===== src/wrc_consts.vh =====
// constants for the wakeup receiver configuration register bank
`ifndef WRC_CONSTS_VH
`define WRC_CONSTS_VH

// register addresses (5-bit address field of the serial command)
`define WRC_ADDR_MODE      5'h00
`define WRC_ADDR_FEAT      5'h01
`define WRC_ADDR_TOL       5'h02
`define WRC_ADDR_SLICE     5'h03
`define WRC_ADDR_OFFG      5'h04
`define WRC_ADDR_PAT2      5'h05
`define WRC_ADDR_PAT1      5'h06
`define WRC_ADDR_TOBR      5'h07
`define WRC_ADDR_AWAKE     5'h08
`define WRC_ADDR_RSV9      5'h09
`define WRC_ADDR_SIG       5'h0a
`define WRC_ADDR_RSV11     5'h0b
`define WRC_ADDR_RSV12     5'h0c
`define WRC_ADDR_FWAKE     5'h0d
`define WRC_ADDR_LAST      5'h0d

// reset values
`define WRC_RST_MODE       8'h0e
`define WRC_RST_FEAT       8'h23
`define WRC_RST_TOL        8'h00
`define WRC_RST_SLICE      8'h20
`define WRC_RST_OFFG       8'h10
`define WRC_RST_PAT2       8'h69
`define WRC_RST_PAT1       8'h96
`define WRC_RST_TOBR       8'h0b
`define WRC_RST_AWAKE      8'h00
`define WRC_RST_FWAKE      8'h00

// writable bit masks
`define WRC_WMASK_MODE     8'h3f
`define WRC_WMASK_TOL      8'he3
`define WRC_WMASK_AWAKE    8'h07

// command modes (top two bits)
`define WRC_MODE_WRITE     2'b00
`define WRC_MODE_READ      2'b01
`define WRC_MODE_DIRECT    2'b11

// direct commands
`define WRC_DC_CLEAR_WAKE  5'h00
`define WRC_DC_RESET_SIG   5'h01
`define WRC_DC_TRIM_OSC    5'h02
`define WRC_DC_CLEAR_FALSE 5'h03
`define WRC_DC_PRESET      5'h04

`endif


===== src/wrc_serial_rx.v =====
// serial command front end: samples on falling sclk, frames bytes
`timescale 1ns/1ns
`default_nettype none
module wrc_serial_rx (
    // system
    input  wire       clock,
    input  wire       srst,
    // serial pins, synchronous to clock
    input  wire       cs,
    input  wire       sclk,
    input  wire       sdi,
    // framed output
    output reg        cmd_valid,
    output reg  [7:0] cmd_byte,
    output reg        data_valid,
    output reg  [7:0] data_byte,
    output reg        byte_start,
    output wire       sclk_rise
);
    reg       sclk_reg;
    reg [2:0] bit_cnt_reg;
    reg [7:0] shift_reg;
    reg       first_reg;
    wire      sclk_fall = sclk_reg & ~sclk & cs;
    wire [7:0] shifted = {shift_reg[6:0], sdi};

    assign sclk_rise = ~sclk_reg & sclk & cs;

    always @(posedge clock) begin
        if (srst) begin
            sclk_reg    <= 1'b0;
            bit_cnt_reg <= 3'd0;
            shift_reg   <= 8'h00;
            first_reg   <= 1'b1;
            cmd_valid   <= 1'b0;
            cmd_byte    <= 8'h00;
            data_valid  <= 1'b0;
            data_byte   <= 8'h00;
            byte_start  <= 1'b0;
        end else begin
            sclk_reg   <= sclk;
            cmd_valid  <= 1'b0;
            data_valid <= 1'b0;
            byte_start <= 1'b0;
            if (!cs) begin
                // cs low ends any command; next byte is a command again
                bit_cnt_reg <= 3'd0;
                first_reg   <= 1'b1;
            end else if (sclk_fall) begin
                shift_reg   <= shifted;
                bit_cnt_reg <= bit_cnt_reg + 3'd1;
                if (bit_cnt_reg == 3'd7) begin
                    first_reg <= 1'b0;
                    if (first_reg) begin
                        cmd_valid <= 1'b1;
                        cmd_byte  <= shifted;
                    end else begin
                        data_valid <= 1'b1;
                        data_byte  <= shifted;
                    end
                    byte_start <= 1'b1;
                end
            end
        end
    end
endmodule
`default_nettype wire


===== src/wrc_regbank.v =====
// configuration and status register bank behind the serial port
`timescale 1ns/1ns
`default_nettype none
`include "wrc_consts.vh"
module wrc_regbank (
    // system
    input  wire       clock,
    input  wire       srst,
    // serial pins
    input  wire       cs,
    input  wire       sclk,
    input  wire       sdi,
    output reg        sdo,
    output wire       sdo_oe,
    // status from the analog channel
    input  wire [4:0] signal_strength,
    input  wire       false_wakeup_event,
    // direct command strobes to other logic
    output reg        clear_wake_pulse,
    output reg        reset_strength_pulse,
    output reg        trim_osc_pulse,
    // mode_control fields
    output wire       on_off_en,
    output wire       reserved_mux_bit,
    output wire [1:0] mode_reserved,
    output wire       channel_en,
    output wire       power_down,
    // feature_enables fields
    output wire       slicer_absolute_ref,
    output wire       gain_first_burst_only,
    output wire       gain_bidirectional,
    output wire       antenna_damper_en,
    output wire       biphase_decoder_en,
    output wire       double_pattern_en,
    output wire       correlation_en,
    output wire       crystal_en,
    // tolerance and slicer fields
    output wire       slicer_threshold_reduce,
    output wire [1:0] pattern_tolerance,
    output wire [1:0] wakeup_freq_tolerance,
    output wire       slicer_small_hysteresis,
    output wire       hysteresis_rising_only,
    output wire [2:0] slicer_time_constant,
    output wire [2:0] envelope_time_constant,
    // timing and gain fields
    output wire [1:0] off_time_code,
    output wire [3:0] off_time_ms,
    output wire [1:0] damping_resistor_code,
    output wire [3:0] gain_reduction_code,
    output wire [15:0] wakeup_pattern,
    output wire [2:0] timeout_code,
    output wire [4:0] bit_rate_code,
    output wire [2:0] artificial_wakeup_code,
    output wire [7:0] false_wakeup_count
);
    reg  [7:0] mode_control_reg;
    reg  [7:0] feature_enables_reg;
    reg  [7:0] tolerance_settings_reg;
    reg  [7:0] slicer_envelope_config_reg;
    reg  [7:0] offtime_damping_gain_reg;
    reg  [7:0] pattern_second_byte_reg;
    reg  [7:0] pattern_first_byte_reg;
    reg  [7:0] timeout_bitrate_reg;
    reg  [7:0] artificial_wakeup_period_reg;
    reg  [7:0] false_wakeup_count_reg;
    reg  [4:0] addr_reg;
    reg  [1:0] mode_reg;
    reg  [7:0] rd_shift_reg;

    wire       cmd_valid;
    wire [7:0] cmd_byte;
    wire       data_valid;
    wire [7:0] data_byte;
    wire       byte_start;
    wire       sclk_rise;

    wrc_serial_rx u_rx (
        .clock      (clock),
        .srst       (srst),
        .cs         (cs),
        .sclk       (sclk),
        .sdi        (sdi),
        .cmd_valid  (cmd_valid),
        .cmd_byte   (cmd_byte),
        .data_valid (data_valid),
        .data_byte  (data_byte),
        .byte_start (byte_start),
        .sclk_rise  (sclk_rise)
    );

    // read mux over the register map; unmapped and reserved read zero
    function [7:0] read_reg;
        input [4:0] a;
        begin
            case (a)
                `WRC_ADDR_MODE:  read_reg = mode_control_reg;
                `WRC_ADDR_FEAT:  read_reg = feature_enables_reg;
                `WRC_ADDR_TOL:   read_reg = tolerance_settings_reg;
                `WRC_ADDR_SLICE: read_reg = slicer_envelope_config_reg;
                `WRC_ADDR_OFFG:  read_reg = offtime_damping_gain_reg;
                `WRC_ADDR_PAT2:  read_reg = pattern_second_byte_reg;
                `WRC_ADDR_PAT1:  read_reg = pattern_first_byte_reg;
                `WRC_ADDR_TOBR:  read_reg = timeout_bitrate_reg;
                `WRC_ADDR_AWAKE: read_reg = artificial_wakeup_period_reg;
                `WRC_ADDR_SIG:   read_reg = {3'b000, signal_strength};
                `WRC_ADDR_FWAKE: read_reg = false_wakeup_count_reg;
                default:         read_reg = 8'h00;
            endcase
        end
    endfunction

    wire       is_direct  = cmd_valid && (cmd_byte[7:6] == `WRC_MODE_DIRECT);
    wire [4:0] dc_code    = cmd_byte[5:1];
    wire       do_preset  = is_direct && (dc_code == `WRC_DC_PRESET);
    wire       do_clr_fw  = is_direct && (dc_code == `WRC_DC_CLEAR_FALSE);
    wire       wr_strobe  = data_valid && (mode_reg == `WRC_MODE_WRITE);
    // auto-increment: the address advances after each data byte
    wire [4:0] next_addr  = addr_reg + 5'd1;
    wire       rd_load    = byte_start && (cmd_valid ? (cmd_byte[7:6] == `WRC_MODE_READ)
                                                     : (mode_reg == `WRC_MODE_READ));
    wire [4:0] rd_addr    = cmd_valid ? cmd_byte[5:1] : next_addr;

    // address, mode and direct command strobes
    always @(posedge clock) begin
        if (srst) begin
            addr_reg             <= 5'd0;
            mode_reg             <= `WRC_MODE_WRITE;
            clear_wake_pulse     <= 1'b0;
            reset_strength_pulse <= 1'b0;
            trim_osc_pulse       <= 1'b0;
        end else begin
            clear_wake_pulse     <= is_direct && (dc_code == `WRC_DC_CLEAR_WAKE);
            reset_strength_pulse <= is_direct && (dc_code == `WRC_DC_RESET_SIG);
            trim_osc_pulse       <= is_direct && (dc_code == `WRC_DC_TRIM_OSC);
            if (cmd_valid) begin
                addr_reg <= cmd_byte[5:1];
                mode_reg <= cmd_byte[7:6];
            end else if (data_valid) begin
                addr_reg <= next_addr;
            end
        end
    end

    // read path: byte loaded at each byte end in read mode, shifted out on rising sclk
    always @(posedge clock) begin
        if (srst) begin
            rd_shift_reg <= 8'h00;
            sdo          <= 1'b0;
        end else if (rd_load) begin
            rd_shift_reg <= read_reg(rd_addr);
            sdo          <= 1'b0;
        end else if (sclk_rise && mode_reg == `WRC_MODE_READ && !cmd_valid) begin
            sdo          <= rd_shift_reg[7];
            rd_shift_reg <= {rd_shift_reg[6:0], 1'b0};
        end
    end
    // sdo released whenever cs is low
    assign sdo_oe = cs;

    // configuration registers
    always @(posedge clock) begin
        if (srst || do_preset) begin
            mode_control_reg             <= `WRC_RST_MODE;
            feature_enables_reg          <= `WRC_RST_FEAT;
            tolerance_settings_reg       <= `WRC_RST_TOL;
            slicer_envelope_config_reg   <= `WRC_RST_SLICE;
            offtime_damping_gain_reg     <= `WRC_RST_OFFG;
            pattern_second_byte_reg      <= `WRC_RST_PAT2;
            pattern_first_byte_reg       <= `WRC_RST_PAT1;
            timeout_bitrate_reg          <= `WRC_RST_TOBR;
            artificial_wakeup_period_reg <= `WRC_RST_AWAKE;
        end else if (wr_strobe) begin
            case (addr_reg)
                // reserved bit 4 kept at 0 so a stray write cannot set it
                `WRC_ADDR_MODE:  mode_control_reg <= data_byte & `WRC_WMASK_MODE & 8'hef;
                `WRC_ADDR_FEAT:  feature_enables_reg <= data_byte;
                `WRC_ADDR_TOL:   tolerance_settings_reg <= data_byte & `WRC_WMASK_TOL;
                `WRC_ADDR_SLICE: slicer_envelope_config_reg <= data_byte;
                `WRC_ADDR_OFFG:  offtime_damping_gain_reg <= data_byte;
                `WRC_ADDR_PAT2:  pattern_second_byte_reg <= data_byte;
                `WRC_ADDR_PAT1:  pattern_first_byte_reg <= data_byte;
                `WRC_ADDR_TOBR:  timeout_bitrate_reg <= data_byte;
                `WRC_ADDR_AWAKE: artificial_wakeup_period_reg <= data_byte & `WRC_WMASK_AWAKE;
                default:         ;
            endcase
        end
    end

    // false wakeup counter: a same-cycle event below top is counted after the host clear; saturates at top
    always @(posedge clock) begin
        if (srst || do_preset) begin
            false_wakeup_count_reg <= `WRC_RST_FWAKE;
        end else if (false_wakeup_event && false_wakeup_count_reg != 8'hff) begin
            // below 8'hff a new event in the clear cycle wins, so it is not lost
            false_wakeup_count_reg <= do_clr_fw ? 8'h01 : false_wakeup_count_reg + 8'h01;
        end else if (do_clr_fw) begin
            false_wakeup_count_reg <= 8'h00;
        end else if (wr_strobe && addr_reg == `WRC_ADDR_FWAKE) begin
            false_wakeup_count_reg <= data_byte;
        end
    end

    // field outputs
    assign on_off_en               = mode_control_reg[5];
    assign reserved_mux_bit        = mode_control_reg[4];
    assign mode_reserved           = mode_control_reg[3:2];
    assign channel_en              = mode_control_reg[1];
    assign power_down              = mode_control_reg[0];
    assign slicer_absolute_ref     = feature_enables_reg[7];
    assign gain_first_burst_only   = feature_enables_reg[6];
    assign gain_bidirectional      = feature_enables_reg[5];
    assign antenna_damper_en       = feature_enables_reg[4];
    assign biphase_decoder_en      = feature_enables_reg[3];
    assign double_pattern_en       = feature_enables_reg[2];
    assign correlation_en          = feature_enables_reg[1];
    assign crystal_en              = feature_enables_reg[0];
    assign slicer_threshold_reduce = tolerance_settings_reg[7];
    assign pattern_tolerance       = tolerance_settings_reg[6:5];
    assign wakeup_freq_tolerance   = tolerance_settings_reg[1:0];
    assign slicer_small_hysteresis = slicer_envelope_config_reg[7];
    assign hysteresis_rising_only  = slicer_envelope_config_reg[6];
    assign slicer_time_constant    = slicer_envelope_config_reg[5:3];
    assign envelope_time_constant  = slicer_envelope_config_reg[2:0];
    assign off_time_code           = offtime_damping_gain_reg[7:6];
    // off interval doubles per code step
    assign off_time_ms             = 4'd1 << off_time_code;
    assign damping_resistor_code   = offtime_damping_gain_reg[5:4];
    assign gain_reduction_code     = offtime_damping_gain_reg[3:0];
    assign wakeup_pattern          = {pattern_first_byte_reg, pattern_second_byte_reg};
    assign timeout_code            = timeout_bitrate_reg[7:5];
    assign bit_rate_code           = timeout_bitrate_reg[4:0];
    assign artificial_wakeup_code  = artificial_wakeup_period_reg[2:0];
    assign false_wakeup_count      = false_wakeup_count_reg;
endmodule
`default_nettype wire


===== config.mk =====
export PLATFORM = sky130hd
export DESIGN_NAME = wrc_regbank
export DESIGN_NICKNAME = d
export VERILOG_FILES = /design/src/wrc_serial_rx.v /design/src/wrc_regbank.v
export VERILOG_INCLUDE_DIRS = /design/src /design/src/src
export SDC_FILE = /design/constraint.sdc
export NUM_CORES = 1
export LEC_CHECK = 0
export ABC_AREA = 1
export ABC_CLOCK_PERIOD_IN_PS = 3250
export BUFFER_PORTS_ARGS = -buffer_cell sky130_fd_sc_hd__buf_2
export CORE_UTILIZATION = 55
export DETAILED_ROUTE_END_ITERATION = 16
export PLACE_DENSITY = 0.75
export SLEW_MARGIN = 20
export SYNTH_ARGS = -nofsm -noshare
export SYNTH_HDL_FRONTEND = slang
export SYNTH_HIERARCHICAL = 1
export SYNTH_SLANG_ARGS = --single-unit

===== constraint.sdc =====
create_clock -name clock -period 3.25 [get_ports clock]
set_clock_uncertainty 0.1 [all_clocks]
set_input_delay 0.1625 -clock clock [delete_from_list [all_inputs] [get_ports clock]]
set_output_delay 0.1625 -clock clock [all_outputs]
set_load 0.01 [all_outputs]

# Yosys cells after proc, flatten, opt, wreduce, memory -nomap -nowiden

Index checks and enable logic that the tools add are counted.

Register bits after elaboration: 119
Input port bits: 11
Output and inout port bits: 79
Logic and storage cells: 120

Add/sub/neg operators: 3
Eq/ne operators: 28
Shift-type cells: 1
Mux-type cells: 14
Bitwise operators: 10
Reductions and logical operators: 38

Operators by type and width:

| kind                                                                  | number |
|---|---|
| 8-bit case mux with 11 select lines                                   | 1 |
| 8-bit two-way mux                                                     | 6 |
| 5-bit by 3-bit equality test with 1-bit output, second input constant | 9 |
| 5-bit by 2-bit equality test with 1-bit output, second input constant | 6 |
| 5-bit by 4-bit equality test with 1-bit output, second input constant | 5 |
| 2-bit AND reduction                                                   | 11 |
| 5-bit by 1-bit equality test with 1-bit output, second input constant | 3 |
| 5-bit zero test                                                       | 3 |
| 5-bit two-way mux                                                     | 3 |
| 1-bit logical AND                                                     | 12 |
| 8-bit by 1-bit adder with 8-bit output, second input constant         | 1 |
| 8-bit != test, second input constant                                  | 1 |
| 4-bit AND reduction                                                   | 2 |
| 1-bit NOT                                                             | 6 |
| 5-bit by 1-bit adder with 5-bit output, second input constant         | 1 |
| 1-bit bitwise AND                                                     | 4 |
| 2-bit by 1-bit equality test with 1-bit output, second input constant | 2 |
| 1-bit two-way mux                                                     | 4 |
| 2-bit nonzero test                                                    | 2 |
| 2-bit OR reduction                                                    | 2 |
| 4-bit OR reduction                                                    | 1 |
| 1-bit by 2-bit << shifter with 4-bit output, first input constant     | 1 |
| 3-bit by 1-bit adder with 3-bit output, second input constant         | 1 |
| 3-bit equality test, second input constant                            | 1 |
| 6 further kinds                                                       | 6 |

# Longest topological paths before layout

Word-level depth: 7
Mapped depth: 14
Mapped depth without buffers: 14

# Hierarchy

Netlist, hierarchy kept.

Modules (own cells, without submodules):

| module        | times used | cells an instance | area an instance (um^2) | sequential area each (um^2) |
|---|---|---|---|---|
| wrc_regbank   | 1          | 651               | 4,460.5                 | 1,761.7 |
| wrc_serial_rx | 1          | 154               | 1,208.7                 | 620.6 |

# Worst setup path before layout

OpenSTA, ideal clock, no wires.

Kind: reg2reg
From: register addr_reg[0]
To: register rd_shift_reg[3]
Setup time: 0.070 ns
Arrival: 1.764 ns
Required time: 3.080 ns
Path slack: 1.316 ns
Stages on the path, launching flop included: 14
Buffers on the path: 0
Clock period less this slack: 1.934 ns
Path through: dfxtp_1 inv_1 ha_1 nand2_2 nand2_2 nor2_4 nand3_4 nor2_2 nand2_1 nand2_1 nor2_1 nand3_1 nand2_1 a21oi_1

Word-level cells in the longest chain between the ends: 5
Elaborated cells between the ends (all ways): 15

RTL lines:

| what                                                                         | RTL line          | text |
|---|---|---|
| from (decl)                                                                  | wrc_regbank.v:66  | `reg [4:0] addr_reg;` |
| from (signal assigned)                                                       | wrc_regbank.v:136 | `addr_reg <= cmd_byte[5:1];` |
| from (signal assigned)                                                       | wrc_regbank.v:139 | `addr_reg <= next_addr;` |
| 5-bit by 1-bit adder with 5-bit output (*)                                   | wrc_regbank.v:118 | `wire [4:0] next_addr = addr_reg + 5'd1;` |
| 5-bit two-way mux (*)                                                        | wrc_regbank.v:121 | `wire [4:0] rd_addr = cmd_valid ? cmd_byte[5:1] : next_addr;` |
| 5-bit by 4-bit equality test with 1-bit output, or another cell as far along | wrc_regbank.v:95  | `case (a)` |
| 8-bit case mux with 11 select lines (*)                                      | wrc_regbank.v:95  |  |
| 8-bit two-way mux (*)                                                        | wrc_regbank.v:149 | `end else if (rd_load) begin` |
| to (signal assigned)                                                         | wrc_regbank.v:150 | `rd_shift_reg <= read_reg(rd_addr);` |
| to (signal assigned)                                                         | wrc_regbank.v:154 | `rd_shift_reg <= {rd_shift_reg[6:0], 1'b0};` |
| to (decl)                                                                    | wrc_regbank.v:68  | `reg [7:0] rd_shift_reg;` |

Every way passes the cells marked *; elsewhere a longest branch is shown, timed or not.
A chain may end at the register's enable or synchronous reset.

# Worst setup path after layout

From: register addr_reg[0]
To: register rd_shift_reg[4]

The elaborated chain is that of the path after synthesis.

==> reports/metrics.yaml <==
run_status:
  outcome: "finished, final reports clean"
min_path:
  hold_start: "false_wakeup_event"
  hold_path_depth: 5
  hp-class: "input port to flip-flop"
placed_design:
  dp_hpwl_mm: 12.17
  portBuffers: 88
  place.gp.congestion: 0.9775
drt:
  wl_per_cell_um: 16.33
  drc: 0
  vias: 5711
  finalWirelength_mm: 16.84
  drtIter0Drc: 377
  vias_per_cell: 5.539
  drtAntennaViolNets: 0
  first_pass_iters: 5
synth:
  syn_nets: 818
  netlist_area_um2: 5632
  netlist_instances: 800
  synth.avg_cell_area_um2: 7.040
  yosys_warnings: 6
pwr:
  peakVddDrop_mv: 0.3311
  powerDensity_nw_per_um2: 514.1
  p_leak_nw: 3.022
sta:
  min_period_ns: 2.467
  relSlewSlack: 0.2973
  setup_viol: 0
  max_freq_mhz: 405.3
  finalCritPeriodShare: 0.7592
  slew_viol_final: 0
  rsz0062_at_grt: "no"
  worst_pin_slew_ns: 1.050
  hold_viol_final: 0
  final.setup.tns_ns: 0
grt:
  antenna_found_initial: 0
  grt_first_pass_wirelength_mm: 26.34
  grtUsageMet2: 0.5277
  grt-ovfl-total: 0
  met3_usage: 0.07594
  track_usage: 0.3336
  grt_pass1_vias: 5156
  grt_max_degree: 49
  met1_usage: 0.4432
  grt_busiest_layer: "met2"
die:
  start_util: 0.5709
  row_count: 36
  core_area_um2: 9864
  ios: 90
  dieArea_um2: 10650
  die_width_um: 103.2
  dieHeight_um: 103.2
setup_path:
  reg2reg_depth: 14
  r2r-start: "addr_reg[0]"
  critPathKind: "flip-flop to flip-flop"
  crit_start: "addr_reg[0]"
  crit_path_start_kind: "flip-flop"
  worstSetupEndpointType: "flip-flop"
  cp.arrival_ns: 2.82
  cp.required_ns: 3.60
  crit_fanout: 8
clock_tree:
  postCtsSetupBuffers: 0
  clk_path_buf_depth: 2
  htree_levels: 4
  clk_latency_ns: 0.52
  cts_made_buffers: 17
  clk_pin_slew_worst_paths_ns: 0.06
  cts_tree: "done"
  clkSinkCount: 118
  cts-root-buf: "clkbuf_8"
layout:
  diodes: 0
  fin_util: 0.6898
  fin_nets: 903
  layout-drive-gt1-share: 0.1849
  area_growth_pct: 20.82
job:
  cap_violations: 0
## placed cells by master (no fill, tap or decap), drive strengths merged
master	count
a211oi	1
a21oi	68
a22oi	1
a31oi	2
buf	91
bufinv	4
clkbuf	19
clkinv	7
clkinvlp	4
conb	1
dfxtp	118
dlygate4sd3	5
ha	7
inv	71
mux2i	5
nand2	221
nand3	52
nand3b	3
nand4	24
nor2	101
nor3	12
nor3b	2
nor4	1
o211ai	8
o21ai	64
o22ai	1
xnor2	1
xor2	4
## worst max-delay path, stage by stage (launching register included)
cell and delay [ns]:
dfxtp_1 0.46, inv_1 0.10, ha_1 0.30, nand2_2 0.06
nand2_2 0.11, inv_2 0.07, nor2_2 0.10, nand3_2 0.15
nor2_2 0.30, nand2_1 0.09, nand2_1 0.10, nor2_1 0.08
nand3_1 0.15, nand2_1 0.07, a21oi_1 0.14
## power breakdown
group	switching (W)	internal, W
Combinational	0.0000597	0.0000276
Clock	0.000670	0.00128
Sequential	0.00000722	0.00145
Total	0.000737	0.00276
## path summary, 6_finish.rpt
| kind | endpoint | slack [ns] |
|---|---|---|
| worst max-delay path | rd_shift_reg[4] | 0.78 |
| worst min-delay path | false_wakeup_count[6] | 0.05 |
| worst max register to register | rd_shift_reg[4] | 0.78 |
| worst min register to register | slicer_envelope_config_reg[3] | 0.36 |
## what timing repair did
item	in CTS	in global routing
endpoints found under the hold margin	15	0
hold buffers	5	0
resized for setup	0	0
## cell type report
type | count | area, µm²
fill | 846 | 3060
multi-input combinational | 579 | 2868
sequential | 118 | 2362
timing repair buffer | 96 | 513.0
clock buffer | 19 | 441.7
inverter | 73 | 274.0
clock inverter | 13 | 178.9
tap | 133 | 166.4
## per-layer routing
| layer | wire, µm | share of wire |
|---|---|---|
| met1 | 7496 | 0.45 |
| met2 | 7654 | 0.45 |
| met3 | 1250 | 0.074 |
| met4 | 435 | 0.026 |
| met5 | 0 | 0 |
## stage by stage
step / instance area, µm² / hold slack (ns) / total power, W / setup WS, ns / cells
3_3_place_gp: 6133 / 0.3403 / 0.001570 / 0.9418 / 994
4_1_cts: 6804 / 0.03598 / 0.003515 / 0.8587 / 1031
6_report: 6804 / 0.05381 / 0.003498 / 0.7828 / 1031
2_1_floorplan: 5632 / 0.1349 / 0.001549 / 1.316 / 800
3_5_place_dp: 6133 / 0.3551 / 0.001573 / 0.8679 / 994
5_1_grt: 6804 / 0.1298 / 0.003588 / 0.6387 / 1031
No activity file was read; power rests on OpenSTA's default activity.
